===== config.mk =====
export PLATFORM = sky130hd
export DESIGN_NAME = frd_forward_decoder
export DESIGN_NICKNAME = d
export VERILOG_FILES = /design/src/rtl/frd_pkg.sv /design/src/rtl/frd_forward_decoder.sv /design/src/rtl/frd_hole_match.sv /design/src/rtl/frd_low_region.sv
export SDC_FILE = /design/constraint.sdc
export NUM_CORES = 1
export LEC_CHECK = 0
export BUFFER_PORTS_ARGS = -buffer_cell sky130_fd_sc_hd__buf_2
export CAP_MARGIN = 25
export CORE_AREA = 2 2 66 68
export CTS_BUF_LIST = sky130_fd_sc_hd__clkbuf_4 sky130_fd_sc_hd__clkbuf_8
export CTS_CLUSTER_DIAMETER = 120
export DETAILED_ROUTE_END_ITERATION = 8
export DIE_AREA = 0 0 68 70
export HOLD_SLACK_MARGIN = 0.06
export PLACE_DENSITY = 0.95
export SETUP_SLACK_MARGIN = 0.5
export SYNTH_ARGS = -nofsm -noshare
export SYNTH_HDL_FRONTEND = slang
export SYNTH_SLANG_ARGS = --single-unit

===== constraint.sdc =====
create_clock -name clk_i -period 2.2 [get_ports clk_i]
set_clock_uncertainty 0.15 [all_clocks]
set_input_delay 0.44 -clock clk_i [delete_from_list [all_inputs] [get_ports clk_i]]
set_output_delay 0.44 -clock clk_i [all_outputs]
set_load 0.05 [all_outputs]

===== src/rtl/frd_pkg.sv =====
// frd_pkg: constants and state type of the isa-to-pci memory forward decoder.
// assumes: used as frd_pkg::name by every frd module except frd_hole_match, never imported.
package frd_pkg;
	// address widths
	localparam int ADDR_W = 32;
	localparam int LOW_W = 20;
	localparam int MB_MSB = 23;
	localparam int MB_LSB = 20;

	// configuration indices
	localparam logic [7:0] IDX_DECODE_CTRL = 8'h48;
	localparam logic [7:0] IDX_ADDON_BIOS = 8'h49;
	localparam logic [7:0] IDX_HOLE_START = 8'h4A;
	localparam logic [7:0] IDX_HOLE_SIZE = 8'h4B;

	// values after reset
	localparam logic [7:0] DECODE_CTRL_RST = 8'h01;
	localparam logic [7:0] ADDON_BIOS_RST = 8'h00;
	localparam logic [7:0] HOLE_START_RST = 8'h00;
	localparam logic [7:0] HOLE_SIZE_RST = 8'h00;
	localparam logic [7:0] RDATA_NONE = 8'h00;

	// forward_decode_control fields
	localparam int TOM_MSB = 7;
	localparam int TOM_LSB = 4;
	localparam int LOW_BIOS_BIT = 3;
	localparam int VIDEO_BIT = 2;
	localparam int B640_BIT = 1;
	localparam int B512_BIT = 0;

	// memory_hole_size_enable fields
	localparam int HOLE_EN_BIT = 7;
	localparam int HOLE_SIZE_MSB = 6;

	// 128 KB segment codes below 1 MB, address bits 19:17
	localparam logic [2:0] SEG_512K = 3'h4;
	localparam logic [2:0] SEG_VIDEO = 3'h5;
	localparam logic [2:0] SEG_ADDON = 3'h6;
	localparam logic [2:0] SEG_BIOS = 3'h7;

	typedef struct packed {
		logic [7:0] decode_ctrl;
		logic [7:0] addon_bios;
		logic [7:0] hole_start;
		logic [7:0] hole_size;
		logic [7:0] rdata;
		logic rvalid;
		logic dvalid;
		logic fwd;
		logic keep;
	} frd_state_t;
endpackage


===== src/rtl/frd_forward_decoder.sv =====
// frd_forward_decoder: decides whether an isa master or dma memory cycle goes to pci.
// assumes: config port and isa requests are synchronous to the pci clock clk_i.
// Notes on behaviour
// - forward 1 MB up to top of memory, except inside an enabled hole
// - always forward addresses at or above 16 MB
// - top-of-memory code n in bits 7:4 means (n+1) MB
// - low bios enable bit 3 forwards the E0000-EFFFF window
// - lower bios chip-select enable overrides the low bios forward
// - video enable bit 2 forwards A0000-BFFFF
// - bit 1 forwards 80000-9FFFF
// - bit 0 forwards 0-7FFFF and comes out of reset set
// - add-on bit n forwards the 16 KB block at 768+16n KB
// - hole start register compares with address bits 23:16
// - hole enable bit 7 blocks forwarding inside the hole; resets clear
// - hole size is a thermometer code, 64 KB doubling up to 8 MB
`timescale 1ns/1ps
module frd_forward_decoder (
	// clock and reset
	input wire logic clk_i,
	input wire logic nrst_i,
	// configuration space access
	input wire logic cfg_wr_i,
	input wire logic cfg_rd_i,
	input wire logic [7:0] cfg_idx_i,
	input wire logic [7:0] cfg_wdata_i,
	output logic [7:0] cfg_rdata_o,
	output logic cfg_rvalid_o,
	// chip-select control bit
	input wire logic lower_bios_select_enable_i,
	// isa memory cycle
	input wire logic mem_req_i,
	input wire logic [frd_pkg::ADDR_W-1:0] mem_addr_i,
	// decision
	output logic dec_valid_o,
	output logic forward_o,
	output logic keep_isa_o
);
	logic [1:0] rst_sync_r;
	logic rst_n;
	frd_pkg::frd_state_t s_r;
	frd_pkg::frd_state_t s_nxt;
	logic above_16m;
	logic [3:0] addr_mb;
	logic [3:0] top_of_main_memory;
	logic in_main;
	logic below_1m;
	logic low_hit;
	logic hole_enable;
	logic hole_match;
	logic hole_hit;
	logic fwd_hit;

	// reset released through two flops so every s_r flop leaves reset together
	always_ff @(posedge clk_i or negedge nrst_i) begin
		if (!nrst_i) begin
			rst_sync_r <= 2'h0;
		end else begin
			rst_sync_r <= {rst_sync_r[0], 1'b1};
		end
	end
	assign rst_n = rst_sync_r[1];

	frd_hole_match u_hole (
		.addr_hi_i(mem_addr_i[23:16]),
		.hole_start_address_i(s_r.hole_start),
		.hole_size_code_i(s_r.hole_size[frd_pkg::HOLE_SIZE_MSB:0]),
		.match_o(hole_match)
	);

	frd_low_region u_low (
		.addr_i(mem_addr_i[frd_pkg::LOW_W-1:0]),
		.decode_ctrl_i(s_r.decode_ctrl),
		.addon_bios_i(s_r.addon_bios),
		.lower_bios_select_enable_i(lower_bios_select_enable_i),
		.hit_o(low_hit)
	);

	always_comb begin
		above_16m = |mem_addr_i[frd_pkg::ADDR_W-1:24];
		addr_mb = mem_addr_i[frd_pkg::MB_MSB:frd_pkg::MB_LSB];
		top_of_main_memory = s_r.decode_ctrl[frd_pkg::TOM_MSB:frd_pkg::TOM_LSB];
		below_1m = !above_16m && addr_mb == 4'h0;
		// megabyte m is below top when m <= n, top being (n+1) MB
		in_main = !above_16m && addr_mb != 4'h0 && addr_mb <= top_of_main_memory;
		hole_enable = s_r.hole_size[frd_pkg::HOLE_EN_BIT];
		hole_hit = hole_enable && hole_match;
		// hole compare sees only bits 23:16, so it must not veto above 16 MB
		fwd_hit = above_16m || ((in_main || (below_1m && low_hit)) && !hole_hit);
	end

	always_comb begin
		s_nxt = s_r;
		s_nxt.rvalid = cfg_rd_i;
		s_nxt.rdata = frd_pkg::RDATA_NONE;
		// read returns the value before a write in the same cycle
		if (cfg_rd_i) begin
			case (cfg_idx_i)
				frd_pkg::IDX_DECODE_CTRL: begin
					s_nxt.rdata = s_r.decode_ctrl;
				end
				frd_pkg::IDX_ADDON_BIOS: begin
					s_nxt.rdata = s_r.addon_bios;
				end
				frd_pkg::IDX_HOLE_START: begin
					s_nxt.rdata = s_r.hole_start;
				end
				frd_pkg::IDX_HOLE_SIZE: begin
					s_nxt.rdata = s_r.hole_size;
				end
				default: begin
					s_nxt.rdata = frd_pkg::RDATA_NONE;
				end
			endcase
		end
		// reserved size patterns are stored as written; decode stays masked
		if (cfg_wr_i) begin
			case (cfg_idx_i)
				frd_pkg::IDX_DECODE_CTRL: begin
					s_nxt.decode_ctrl = cfg_wdata_i;
				end
				frd_pkg::IDX_ADDON_BIOS: begin
					s_nxt.addon_bios = cfg_wdata_i;
				end
				frd_pkg::IDX_HOLE_START: begin
					s_nxt.hole_start = cfg_wdata_i;
				end
				frd_pkg::IDX_HOLE_SIZE: begin
					s_nxt.hole_size = cfg_wdata_i;
				end
				default: begin
					s_nxt.hole_size = s_r.hole_size;
				end
			endcase
		end
		s_nxt.dvalid = mem_req_i;
		s_nxt.fwd = mem_req_i && fwd_hit;
		s_nxt.keep = mem_req_i && !fwd_hit;
	end

	always_ff @(posedge clk_i or negedge rst_n) begin
		if (!rst_n) begin
			s_r.decode_ctrl <= frd_pkg::DECODE_CTRL_RST;
			s_r.addon_bios <= frd_pkg::ADDON_BIOS_RST;
			s_r.hole_start <= frd_pkg::HOLE_START_RST;
			s_r.hole_size <= frd_pkg::HOLE_SIZE_RST;
			s_r.rdata <= frd_pkg::RDATA_NONE;
			s_r.rvalid <= 1'b0;
			s_r.dvalid <= 1'b0;
			s_r.fwd <= 1'b0;
			s_r.keep <= 1'b0;
		end else begin
			s_r <= s_nxt;
		end
	end

	assign cfg_rdata_o = s_r.rdata;
	assign cfg_rvalid_o = s_r.rvalid;
	assign dec_valid_o = s_r.dvalid;
	assign forward_o = s_r.fwd;
	assign keep_isa_o = s_r.keep;

	property p_above_16m;
		@(posedge clk_i) disable iff (!rst_n)
		mem_req_i && above_16m |=> dec_valid_o && forward_o && !keep_isa_o;
	endproperty
	a_above_16m: assert property (p_above_16m) else $error("access above 16 MB not forwarded");

	property p_main_memory;
		@(posedge clk_i) disable iff (!rst_n)
		mem_req_i && !above_16m && addr_mb != 4'h0 && addr_mb <= top_of_main_memory
			&& !hole_hit |=> forward_o;
	endproperty
	a_main_memory: assert property (p_main_memory) else $error("main memory not forwarded");

	property p_over_top;
		@(posedge clk_i) disable iff (!rst_n)
		mem_req_i && !above_16m && addr_mb > top_of_main_memory |=> keep_isa_o && !forward_o;
	endproperty
	a_over_top: assert property (p_over_top) else $error("access above top of memory forwarded");

	property p_low_bios_override;
		@(posedge clk_i) disable iff (!rst_n)
		mem_req_i && below_1m && mem_addr_i[19:16] == 4'hE && lower_bios_select_enable_i
			|=> keep_isa_o;
	endproperty
	a_low_bios_override: assert property (p_low_bios_override) else $error("bios select lost");

	property p_low_bios;
		@(posedge clk_i) disable iff (!rst_n)
		mem_req_i && below_1m && mem_addr_i[19:16] == 4'hE && !lower_bios_select_enable_i
			&& s_r.decode_ctrl[frd_pkg::LOW_BIOS_BIT] && !hole_hit |=> forward_o;
	endproperty
	a_low_bios: assert property (p_low_bios) else $error("low bios window not forwarded");

	property p_video;
		@(posedge clk_i) disable iff (!rst_n)
		mem_req_i && below_1m && mem_addr_i[19:17] == frd_pkg::SEG_VIDEO && !hole_hit
			|=> forward_o == $past(s_r.decode_ctrl[frd_pkg::VIDEO_BIT]);
	endproperty
	a_video: assert property (p_video) else $error("video window decision wrong");

	property p_block_640k;
		@(posedge clk_i) disable iff (!rst_n)
		mem_req_i && below_1m && mem_addr_i[19:17] == frd_pkg::SEG_512K && !hole_hit
			|=> forward_o == $past(s_r.decode_ctrl[frd_pkg::B640_BIT]);
	endproperty
	a_block_640k: assert property (p_block_640k) else $error("512-640 KB decision wrong");

	property p_reset_value;
		@(posedge clk_i) disable iff (!rst_n)
		$rose(rst_n) |-> s_r.decode_ctrl == frd_pkg::DECODE_CTRL_RST
			&& !s_r.hole_size[frd_pkg::HOLE_EN_BIT];
	endproperty
	a_reset_value: assert property (p_reset_value) else $error("wrong value after reset");

	property p_addon;
		@(posedge clk_i) disable iff (!rst_n)
		mem_req_i && below_1m && mem_addr_i[19:17] == frd_pkg::SEG_ADDON && !hole_hit
			|=> forward_o == $past(s_r.addon_bios[mem_addr_i[16:14]]);
	endproperty
	a_addon: assert property (p_addon) else $error("add-on block decision wrong");

	property p_hole_blocks;
		@(posedge clk_i) disable iff (!rst_n)
		mem_req_i && !above_16m && hole_enable
			&& ((mem_addr_i[23:16] ^ s_r.hole_start) & ~{1'b0, s_r.hole_size[6:0]}) == 8'h00
			|=> keep_isa_o && !forward_o;
	endproperty
	a_hole_blocks: assert property (p_hole_blocks) else $error("hole access forwarded");

	property p_one_answer;
		@(posedge clk_i) disable iff (!rst_n)
		mem_req_i |=> dec_valid_o && (forward_o != keep_isa_o);
	endproperty
	a_one_answer: assert property (p_one_answer) else $error("not exactly one answer");

	property p_quiet;
		@(posedge clk_i) disable iff (!rst_n)
		!mem_req_i |=> !dec_valid_o && !forward_o && !keep_isa_o;
	endproperty
	a_quiet: assert property (p_quiet) else $error("decision without request");

	property p_hole_write;
		@(posedge clk_i) disable iff (!rst_n)
		cfg_wr_i && cfg_idx_i == frd_pkg::IDX_HOLE_SIZE
			|=> hole_enable == $past(cfg_wdata_i[frd_pkg::HOLE_EN_BIT]);
	endproperty
	a_hole_write: assert property (p_hole_write) else $error("hole enable not stored");

	property p_block_512k;
		@(posedge clk_i) disable iff (!rst_n)
		mem_req_i && below_1m && !mem_addr_i[19] && !hole_hit
			|=> forward_o == $past(s_r.decode_ctrl[frd_pkg::B512_BIT]);
	endproperty
	a_block_512k: assert property (p_block_512k) else $error("0-512 KB decision wrong");

	// the exact start byte is inside the hole whatever the size
	property p_hole_start;
		@(posedge clk_i) disable iff (!rst_n)
		mem_req_i && !above_16m && hole_enable && mem_addr_i[23:16] == s_r.hole_start
			|=> keep_isa_o && !forward_o;
	endproperty
	a_hole_start: assert property (p_hole_start) else $error("hole start missed");

	property p_hole_open;
		@(posedge clk_i) disable iff (!rst_n)
		mem_req_i && !hole_enable && !above_16m && addr_mb != 4'h0
			&& addr_mb <= top_of_main_memory |=> forward_o;
	endproperty
	a_hole_open: assert property (p_hole_open) else $error("disabled hole still blocks");

	property p_hole_8m;
		@(posedge clk_i) disable iff (!rst_n)
		mem_req_i && !above_16m && hole_enable && mem_addr_i[23] == s_r.hole_start[7]
			&& s_r.hole_size[frd_pkg::HOLE_SIZE_MSB:0] == 7'h7F |=> keep_isa_o;
	endproperty
	a_hole_8m: assert property (p_hole_8m) else $error("8 MB hole too small");

	property p_hole_64k;
		@(posedge clk_i) disable iff (!rst_n)
		mem_req_i && hole_enable && s_r.hole_size[frd_pkg::HOLE_SIZE_MSB:0] == 7'h00
			&& mem_addr_i[23:16] != s_r.hole_start && in_main |=> forward_o;
	endproperty
	a_hole_64k: assert property (p_hole_64k) else $error("64 KB hole too large");

	property p_rom_top;
		@(posedge clk_i) disable iff (!rst_n)
		mem_req_i && below_1m && mem_addr_i[19:16] == 4'hF |=> keep_isa_o && !forward_o;
	endproperty
	a_rom_top: assert property (p_rom_top) else $error("boot rom window forwarded");

	property p_read_start;
		@(posedge clk_i) disable iff (!rst_n)
		cfg_rd_i && cfg_idx_i == frd_pkg::IDX_HOLE_START
			|=> cfg_rvalid_o && cfg_rdata_o == $past(s_r.hole_start);
	endproperty
	a_read_start: assert property (p_read_start) else $error("hole start read wrong");

	property p_tom_write;
		@(posedge clk_i) disable iff (!rst_n)
		cfg_wr_i && cfg_idx_i == frd_pkg::IDX_DECODE_CTRL
			|=> top_of_main_memory == $past(cfg_wdata_i[frd_pkg::TOM_MSB:frd_pkg::TOM_LSB]);
	endproperty
	a_tom_write: assert property (p_tom_write) else $error("top of memory not stored");

	property p_addon_write;
		@(posedge clk_i) disable iff (!rst_n)
		cfg_wr_i && cfg_idx_i == frd_pkg::IDX_ADDON_BIOS |=> s_r.addon_bios == $past(cfg_wdata_i);
	endproperty
	a_addon_write: assert property (p_addon_write) else $error("add-on enables not stored");
endmodule


===== src/rtl/frd_hole_match.sv =====
// frd_hole_match: combinational test of an address against the memory hole.
// assumes: inputs all on one clock; caller applies the hole enable.
`timescale 1ns/1ps
module frd_hole_match (
	// address bits 23:16
	input wire logic [7:0] addr_hi_i,
	// hole registers
	input wire logic [7:0] hole_start_address_i,
	input wire logic [6:0] hole_size_code_i,
	// result
	output logic match_o
);
	logic [7:0] cmp_mask;

	always_comb begin
		// each low-order one drops one more compared bit, doubling the size
		cmp_mask = ~{1'b0, hole_size_code_i};
		// compare under the mask against bits 23:16
		match_o = ((addr_hi_i ^ hole_start_address_i) & cmp_mask) == 8'h00;
	end
endmodule


===== src/rtl/frd_low_region.sv =====
// frd_low_region: forwarding decision for addresses below 1 MB.
// assumes: caller only trusts hit_o when address bits above 19 are zero.
`timescale 1ns/1ps
module frd_low_region (
	// address below 1 MB
	input wire logic [frd_pkg::LOW_W-1:0] addr_i,
	// enables
	input wire logic [7:0] decode_ctrl_i,
	input wire logic [7:0] addon_bios_i,
	input wire logic lower_bios_select_enable_i,
	// result
	output logic hit_o
);
	always_comb begin
		hit_o = 1'b0;
		if (!addr_i[19]) begin
			hit_o = decode_ctrl_i[frd_pkg::B512_BIT];
		end else begin
			case (addr_i[19:17])
				frd_pkg::SEG_512K: begin
					hit_o = decode_ctrl_i[frd_pkg::B640_BIT];
				end
				frd_pkg::SEG_VIDEO: begin
					hit_o = decode_ctrl_i[frd_pkg::VIDEO_BIT];
				end
				frd_pkg::SEG_ADDON: begin
					// eight 16 KB blocks, bit n at 768+16n KB
					hit_o = addon_bios_i[addr_i[16:14]];
				end
				frd_pkg::SEG_BIOS: begin
					// upper 64 KB belongs to the boot rom, never forwarded
					hit_o = !addr_i[16] && decode_ctrl_i[frd_pkg::LOW_BIOS_BIT]
						&& !lower_bios_select_enable_i;
				end
				default: begin
					hit_o = 1'b0;
				end
			endcase
		end
	end
endmodule


## After elaboration in Yosys (flattened, before gate mapping)

Index checks and enable logic that the tools add are counted.

- Add/sub/neg operators: 0
- $mul: 0
- Div/mod/pow operators: 0
- Order comparisons: 2
- Equality and inequality tests: 8
- Shift operators: 0
- Muxes and demuxes: 6
- Bitwise operators: 3
- Reductions and logical operators: 25

Operator list:

| cell | number |
|---|---|
| $eq A8 B7 Y1 const B | 4 |
| $pmux W8 S4 | 1 |
| $eq A3 B3 Y1 const B | 4 |
| $logic_and A1 B1 Y1 | 10 |
| $and A8 B8 Y8 | 1 |
| $logic_not A8 Y1 | 1 |
| $mux W8 | 1 |
| $not A7 Y8 | 1 |
| $reduce_and A2 Y1 | 4 |
| $reduce_or A8 Y1 | 1 |
| $xor A8 B8 Y8 | 1 |
| $logic_not A1 Y1 | 5 |
| $le A4 B4 Y1 | 1 |
| $logic_not A4 Y1 | 1 |
| $lt A3 B4 Y1 const B | 1 |
| $pmux W1 S4 | 1 |
| $reduce_bool A4 Y1 | 1 |
| $bmux W1 S3 | 1 |
| $logic_or A1 B1 Y1 | 2 |
| $mux W1 | 2 |

- Register bits: 46
- Bits in latches: 0
- Memory bits (writable): 0
- ROM bits: 0
- Input port bits: 54
- Output and inout port bits: 12
- Memories: 0

## Logic depth before layout (Yosys ltp)

Gate-level depths: netlist (run 1).

- Depth after elaboration: 11
- Mapped depth: 6
- Depth with buffers taken out: 6

## Hierarchy

Synthesis (run 1) repeated with hierarchy kept, for this count alone.

- Cells, all modules: 166
- Area total of the unflattened synthesis: 2342.2 µm²

Modules (own cells, without submodules):

| module | times used | cells an instance | area an instance (µm²) |
|---|---|---|---|
| frd_forward_decoder | 1 | 137 | 2125.8 |
| frd_low_region | 1 | 16 | 116.4 |
| frd_hole_match | 1 | 13 | 100.1 |

## Least setup slack after synthesis (run 1)

No wires, ideal clock.

- Path type: input port to flip-flop
- Start: input port cfg_idx_i[2]
- End: register s_r[28] in the netlist's numbering
- Setup time: 0.125 ns
- Data arrival time: 1.661 ns
- Data required time: 1.925 ns
- Slack: 0.264 ns
- Stages: 6
- Buffers on the path: 2
- Path through: nand4bb_1 nor3_1 buf_2 and4b_1 buf_2 mux2_2

- Word-level cells in the longest chain between the ends: 2

RTL lines:

| item | line | text |
|---|---|---|
| start: declaration | frd_forward_decoder.sv:24 | `input wire logic [7:0] cfg_idx_i,` |
| $eq A8 B7 Y1 | frd_forward_decoder.sv:117 | `case (cfg_idx_i)` |
| $reduce_and A2 Y1 (no line) | -- |  |
| end signal: assignment | frd_forward_decoder.sv:152 | `s_r <= s_nxt;` |
| end: declaration | frd_forward_decoder.sv:40 | `frd_pkg::frd_state_t s_r;` |

Every way passes these cells.
A chain may end at the register's enable or synchronous reset.

==> results summary, run 1 <==
The flow ran to the end, and the final reports show no timing, DRC or antenna violations. The level count of the clock H-tree is 2. The number of placement rows came out at 24.

The average routed wire per standard cell is between 15 and 20 um. Setup repair after global routing could not meet its margin everywhere. The final wirelength is 4.92 mm. The core area is ~4100 sq um. The proportion of layout cells with a drive suffix above 1 is 54.1%. In the synthesized netlist the dominant register cell turns out to be dfrtp_1.

The post-route worst setup slack came out at between 0.3 and 0.4 ns. The worst setup path is of the flip-flop to flip-flop kind. The data required time of the worst path is approximately 2.2 ns. The placement-stage worst setup slack came out at ~0.057 ns.

The share of synthesized registers carrying an async set or reset is 100%. The layout net count is 275. The arrival time at the worst endpoint came out at around 1.9 ns. The power density over the cells came out at 619 nW/um^2. Ranked by total cell area, the synthesized netlist is headed by dfrtp_1 49%, mux2_2 16%, mux4_2 7.9%. Max-cap violations in this run came to 0. The distinct cell type count of the synthesized netlist came out at 35.

The via total after detailed routing is between 1500 and 2000. The worst-case IR drop observed on VDD is around 350 uV. The wire length of the first global-routing pass came out at 8.12 mm. Timing would allow up to between 0.5 and 0.6 GHz.

The worst slew margin relative to its limit came out at about 64%. The synthesized netlist occupies a cell area of 2290 sq um. The clock latency at the later pin of the worst-skew pair came out at slightly above 0.3 ns.

Buffers placed on the I/O ports in this run total around 50. Adding up every negative setup slack in the final design gives 0 ns. The length of the first detailed-routing pass in iterations is 4. The cell accounting for the most synthesized area is dfrtp_1. The root buffer cell is clkbuf_8. The number of max-slew violations in the final report was 0.

The floorplan die width came out at between 60 and 70 um. The total power consumption of the routed design is ~1.8 mW. The fraction of post-synthesis cell area in the top cell type by area came out at between 40 and 50%. Entering global routing, the biggest net connects 45 pins. Global routing consumed, over all layers together, 23.8% of the routing resources.

The first routing iteration left 91 violations. The via count of the first global-routing pass came out at between 1500 and 2000. The post-synthesis cell count came out at between 150 and 200. The area of the die is roughly 4800 sq um. The TritonCTS buffer count came out at 5. The starting density of the core is roughly 55%. The number of enable-type register cells in the synthesized netlist is 0. The maximum buffer depth of the clock tree came out at 2. The HPWL after detailed placement is approximately 3.6 mm. TritonCTS built the clock tree. The number of antenna diodes in the final layout is 0. The average size of a mapped cell came out at between 10 and 15 sq um.

Among all cell types in the netlist, the one instantiated most often is dfrtp_1. The number of failing hold endpoints at the final stage came out at 0. The highest fanout seen on the critical path came out at 2.

The worst path needs about 1.8 ns of the cycle, external delays included. The detail route stage leaves a number of antenna-violating nets equal to 0. After synthesis, the most frequently instantiated cells are 45 x dfrtp_1, 32 x mux2_2. The standby leakage power is 1.42 nW.

The final number of setup-violating endpoints came out at 0. The actual transition at the worst max-transition pin came out at ~0.55 ns. The clock-pin slew reported for the worst setup and hold paths after clock tree synthesis is roughly 0.090 ns.

In this run the vertical extent of the chip is 70 um. The synthesized netlist net count came out at between 200 and 250. The number of remaining DRC errors came out at 0. The share of the yosys chip area belonging to registers came out at approximately half.

The aggregate global routing overflow is 0. The final period utilization is approximately 84%. The number of fill cells in the layout is around 280. The number of clock sinks seen by CTS is 46. The post-synthesis to final-layout area growth came out at 23.4%. The via density per instance came out at around 5.8. At the end of routability-driven placement, the weighted congestion stood at between 0.8 and 0.9. The number of antenna violations at the first check in global routing is 0. The synthesis-stage register bit count came out at between 40 and 50. The worst setup path is launched from a flip-flop.

STA classifies the critical path endpoint as a flip-flop. Summing all multi-input logic gate instances after layout gives 1110 sq um. The top-level port count came out at 66. The total area of sequential cells came out at around 1200 sq um.

The worst min-delay path class is input pin to flip-flop. The Yosys warning count is 0.
-- sequential cells by signal, summed over array words and instances (netlist names) --
register,count
hole_enable,1
rst_sync_r,2
dec_valid_o,1
keep_isa_o,1
s_r,31
cfg_rvalid_o,1
cfg_rdata_o,8
forward_o,1
-- per-stage QoR --
stage / cell area (sq um) / instances / util [%] / hold slack, ns
floorplan: 2330 / 162 / - / -0.00559
global placement: 2590 / 256 / 62.6 / 0.0745
detailed placement: 2590 / 256 / 62.6 / 0.0775
CTS: 2790 / 269 / 67.4 / 0.119
global route: 2830 / 270 / 68.2 / 0.122
finish: 2830 / 270 / 68.2 / 0.128
-- metal layers --
layer / share of wire (%) / track usage, % / routed length [um] / up-vias
li1: - / - / - / 712
met1: 39 / 29.8 / 1930 / 780
met2: 52 / 38.5 / 2560 / 54
met3: 5.9 / 4.99 / 290 / 10
met4: 2.8 / 11.3 / 140 / 0
met5: 0 / 0 / 0 / -
-- timing repair --
action                                 in CTS  in global routing
setup buffers                               4                  1
endpoints found under the hold margin       2                  0
resized for setup                           5                  5
hold buffers                                1                  0
setup endpoints to repair                  24                 30
pin swaps                                   2                  2
-- area by class of cell --
type	count	share of cell area [%]
sequential	46	40.8
multi-input combinational	96	39.2
timing repair buffer	62	12.9
clock buffer	5	2.43
tap	52	2.30
clock inverter	3	1.59
inverter	6	0.796
-- path summary, 6_finish.rpt --
| check | from | to | slack, ns | cells past startpoint |
|---|---|---|---|---|
| hold reg to reg | rst_sync_r[1] | keep_isa_o | 0.17 | 1 |
| setup reg to reg | s_r[34] | forward_o | 0.35 | 4 |
| max in group asynchronous | rst_sync_r[1] | s_r[36] | 1.34 | 1 |
| setup / recovery | s_r[34] | forward_o | 0.35 | 4 |
| hold / removal | mem_req_i | dec_valid_o | 0.13 | 1 |
| min in group asynchronous | rst_sync_r[1] | keep_isa_o | 0.17 | 1 |
-- logic make-up (layout without fill, tap and decap cells) --
logic type               count (synthesis)  after routing  synth area share, %
XOR/XNOR                                 8              8                 3.06
other                                    1              1                0.164
multiplexers                            43             43                 26.3
adder cells (fa/ha/maj)                  4              4                 2.18
flip-flops                              46             46                 50.3
AND/OR/NAND/NOR                         28             28                 9.33
buffers and inverters                   20             76                 4.91
AO/OA/AOI/OAI                           12             12                 3.77
-- cells in the final DEF, fill, tap and decap left out, drive strengths merged, types with 3 or more instances in the layout --
cell	count
clkbuf	5
ha	4
dfrtp	45
o22ai	3
inv	6
mux2	32
and3	8
nor4	3
xnor2	8
buf	61
mux4	10
-- critical path, stage by stage (launching register included) --
cell,delay (ns)
dfrtp_1,0.41
mux4_2,0.47
and4_1,0.20
nor4_4,0.36
o41ai_1,0.14
-- power by group --
group / switching [mW] / internal, mW / leakage (nW)
Combinational: 0.105 / 0.112 / 0.746
Sequential: 0.0272 / 0.879 / 0.621
Clock: 0.290 / 0.338 / 0.0504
Total: 0.422 / 1.33 / 1.42
Power figures use the tool's default switching activity.
==> inputs of run 2 (changes only) <==
--- a/config.mk
+++ b/config.mk
@@ -7,13 +7,13 @@
 export LEC_CHECK = 0
 export BUFFER_PORTS_ARGS = -buffer_cell sky130_fd_sc_hd__buf_2
 export CAP_MARGIN = 25
-export CORE_AREA = 2 2 66 68
+export CORE_AREA = 2 2 73 75
 export CTS_BUF_LIST = sky130_fd_sc_hd__clkbuf_4 sky130_fd_sc_hd__clkbuf_8
 export CTS_CLUSTER_DIAMETER = 120
 export DETAILED_ROUTE_END_ITERATION = 8
-export DIE_AREA = 0 0 68 70
+export DIE_AREA = 0 0 75 77
 export HOLD_SLACK_MARGIN = 0.06
-export PLACE_DENSITY = 0.95
+export PLACE_DENSITY = 0.84
 export SETUP_SLACK_MARGIN = 0.5
 export SYNTH_ARGS = -nofsm -noshare
 export SYNTH_HDL_FRONTEND = slang
==> constraint.sdc (replaced) <==
create_clock -name clk_i -period 1.6 [get_ports clk_i]
set_clock_uncertainty 0.15 [all_clocks]
set_input_delay 0.32 -clock clk_i [delete_from_list [all_inputs] [get_ports clk_i]]
set_output_delay 0.32 -clock clk_i [all_outputs]
set_load 0.05 [all_outputs]
==> results summary, run 2 (synthesis gave the netlist of run 1 again) <==
The run finished, with violations left. The final reports fail on negative setup slack. The number of placement rows is 26 (+8.3%). The number of failing hold endpoints at the final stage is 0 (unchanged). The maximum buffer depth of the clock tree is 2 (unchanged). The summed negative setup slack over all endpoints was -0.655 ns (-0.655 ns).

The clock-pin slew reported for the worst setup and hold paths after clock tree synthesis was 0.09 ns (about the same). The met3 track utilization from global routing is 5.52% (+0.53 points). The combined area of the multi-input logic cells was 1210 sq um (+8.8%). The type of the worst setup path is flip-flop to flip-flop.

Setup repair after global routing could not meet its margin everywhere. The post-route worst setup slack came out at -0.214 ns (-0.567 ns). The final core utilization came out at 66.5% (-1.7 points). The number of flip-flops under the largest register name is 31 (unchanged). The net load switching power came out at 0.598 mW (+42%). The met2 global-route usage came out at 35.6% (-2.9 points).

The placed cell area came to 2880 sq um (+11%). The share of total power in the clock network was 31.5% (-4.4 points). The wire length of the first global-routing pass is 9.33 mm (+15%). The shortest period the worst path allows is 1.81 ns (-0.0330 ns). The top-level port count is 66 (unchanged). The fraction of power consumed by combinational cells is 16.2% (+3.8 points). The core area is 4980 sq um (+20%). The hold slack is 0.0430 ns (-0.0848 ns). The tightest min-delay check is of the flip-flop to async pin type. The number of max-slew violations in the final report came to 0 (unchanged). The internal power of the cells came out at 1.80 mW (+36%).

The final wirelength is 5.80 mm (+18%). The last weighted congestion value of the routability-driven placer came to 0.852 (+5.7%). The worst vdd rail ir drop came out at 526 uV (+51%). The aggregate global routing overflow was 0 (unchanged).

TritonCTS built the clock tree. The floorplan die width is 75 um (+10%). The final antenna-violating net count is 0 (unchanged). The number of antenna violations at the first check in global routing came out at 0 (unchanged). The minimum setup slack among reg-to-reg paths came out at -0.21 ns (-0.57 ns). In the layout the commonest cells are 44 x dfrtp_1, 37 x buf_2, 32 x mux2_4, 27 x buf_6, 22 x buf_4. The chip height came out at 77 um (+10%). The number of clock sinks seen by CTS was 46 (unchanged). The number of max-cap violations is 0 (unchanged). The register with the most flip-flops in the final layout is s_r. The switching share of total power is 24.9% (+0.82 points). The total power consumption of the routed design is 2.40 mW (+37%). The standby leakage power is 1.63 nW (+15%). The level count of the clock H-tree came out at 2 (unchanged). The highest achievable clock rate came out at 0.551 GHz (+1.8%). The area of the die is 5780 sq um (+21%). The clock latency at the later pin of the worst-skew pair came out at 0.31 ns (about the same). The number of buffers added on ports came out at 51 (unchanged). The number of instances in the placed design came to 299 (+17%). The worst setup path is captured at a flip-flop. The power density over the cells came to 725 nW/um^2 (+17%). The met1 routing resource usage after global routing came out at 29.6% (-0.20 points). The post-route cell area is 3310 sq um (+17%). The number of fill cells in the layout came out at 363 (+28%).

The count of antenna diodes in the layout came out at 0 (unchanged). The highest fanout seen on the critical path came to 2 (unchanged). The worst setup path is launched from a flip-flop. The number of DRC markers in iteration 0 is 114 (+25%). The total routing resource utilization after global routing came out at 22.1% (-1.7 points). The sequential cell fraction of total power came out at 52.3% (+0.5 points). The arrival time at the worst endpoint came out at 1.90 ns (+0.02 ns). The via total after detailed routing is 1695 (+8.9%). The TritonCTS buffer count came out at 5 (unchanged). The final period utilization is 113% (+29 points). The average routed wire per standard cell is 18.2 um (+0.20%). The via density per instance is 5.33 (-7.5%).

The final number of setup-violating endpoints came out at 11 (+11). The starting density of the core is 46.1% (-9.3 points). In this run the most used layer during global routing was met2. The via count of the first global-routing pass came out at 1819 (+6.9%).

Clock tree synthesis selected as its root buffer the cell clkbuf_8. The largest net degree at the start of global routing is 28 (-38%). Relative to the synthesized area, the layout overhead comes to 44.4%. The length of the first detailed-routing pass in iterations came out at 4 (unchanged).

The total area of sequential cells is 1150 sq um (+0.11%). The leading cell type in the layout, fill and taps excluded is dfrtp_1. The placement-stage worst setup slack is -0.316 ns (-0.373 ns). The layout net count is 305 (+11%). The number of remaining DRC errors came to 0 (unchanged).

The proportion of layout cells with a drive suffix above 1 came to 61.3% (+7.2 points). The data required time of the worst path is 1.69 ns (-0.54 ns). The HPWL after detailed placement was 3.96 mm (+10%).

The filler-free cell count of the finished design came to 318 (+18%).
run 2: cell types whose count changed in the layout (fill, tap and decap cells not counted), sizes merged:
cell	change
buf	+28
clkbuf	+2
clkinvlp	-2
dlygate4sd3	+2
bufinv	-1
clkinv	+1
run 2: timing repair:
action                                  in CTS  in global routing
endpoints found under the hold margin        4                  0
resized for setup                           56                  7
buffers inserted                             7                  1
pin swaps                                    6                  2
endpoints found under the setup margin      54                 54
hold buffers                                 3                  0
run 2: critical path, stage by stage (launching register included):
cell	delay (ns)
dfrtp_1	0.41
mux4_2	0.45
and4b_1	0.21
nor4_4	0.33
o311a_1	0.19
run 2: worst paths after layout:
kind                                from          end  depth (start not counted)
max in group asynchronous  rst_sync_r[1]      s_r[36]                          1
hold reg to reg            rst_sync_r[1]  dec_valid_o                          0
setup reg to reg                 s_r[30]   keep_isa_o                          4
hold / removal             rst_sync_r[1]  dec_valid_o                          0
setup / recovery                 s_r[30]   keep_isa_o                          4
min in group clk_i             mem_req_i   keep_isa_o                          2
run 2: layer usage:
layer | up-vias | wire, um
met1 | 865 | 2460
met5 | - | 0
met3 | 9 | 310
li1 | 774 | -
met4 | 0 | 93
met2 | 47 | 2940
run 2: area by class of cell:
class / instances / area share [%]
multi-input combinational: 96 / 36.5
sequential: 46 / 34.8
timing repair buffer: 92 / 22.5
clock buffer: 7 / 2.72
tap: 70 / 2.65
inverter: 6 / 0.680
clock inverter: 1 / 0.151
run 2: power groups by stage:
stage | logic [mW] | clock network (mW) | registers, mW
after global placement | 0.318 | 0 | 1.27
after floorplan | 0.154 | 0 | 1.29
after CTS | 0.377 | 0.759 | 1.25
after detailed placement | 0.329 | 0 | 1.27
after global routing | 0.418 | 0.817 | 1.26
final | 0.389 | 0.757 | 1.26
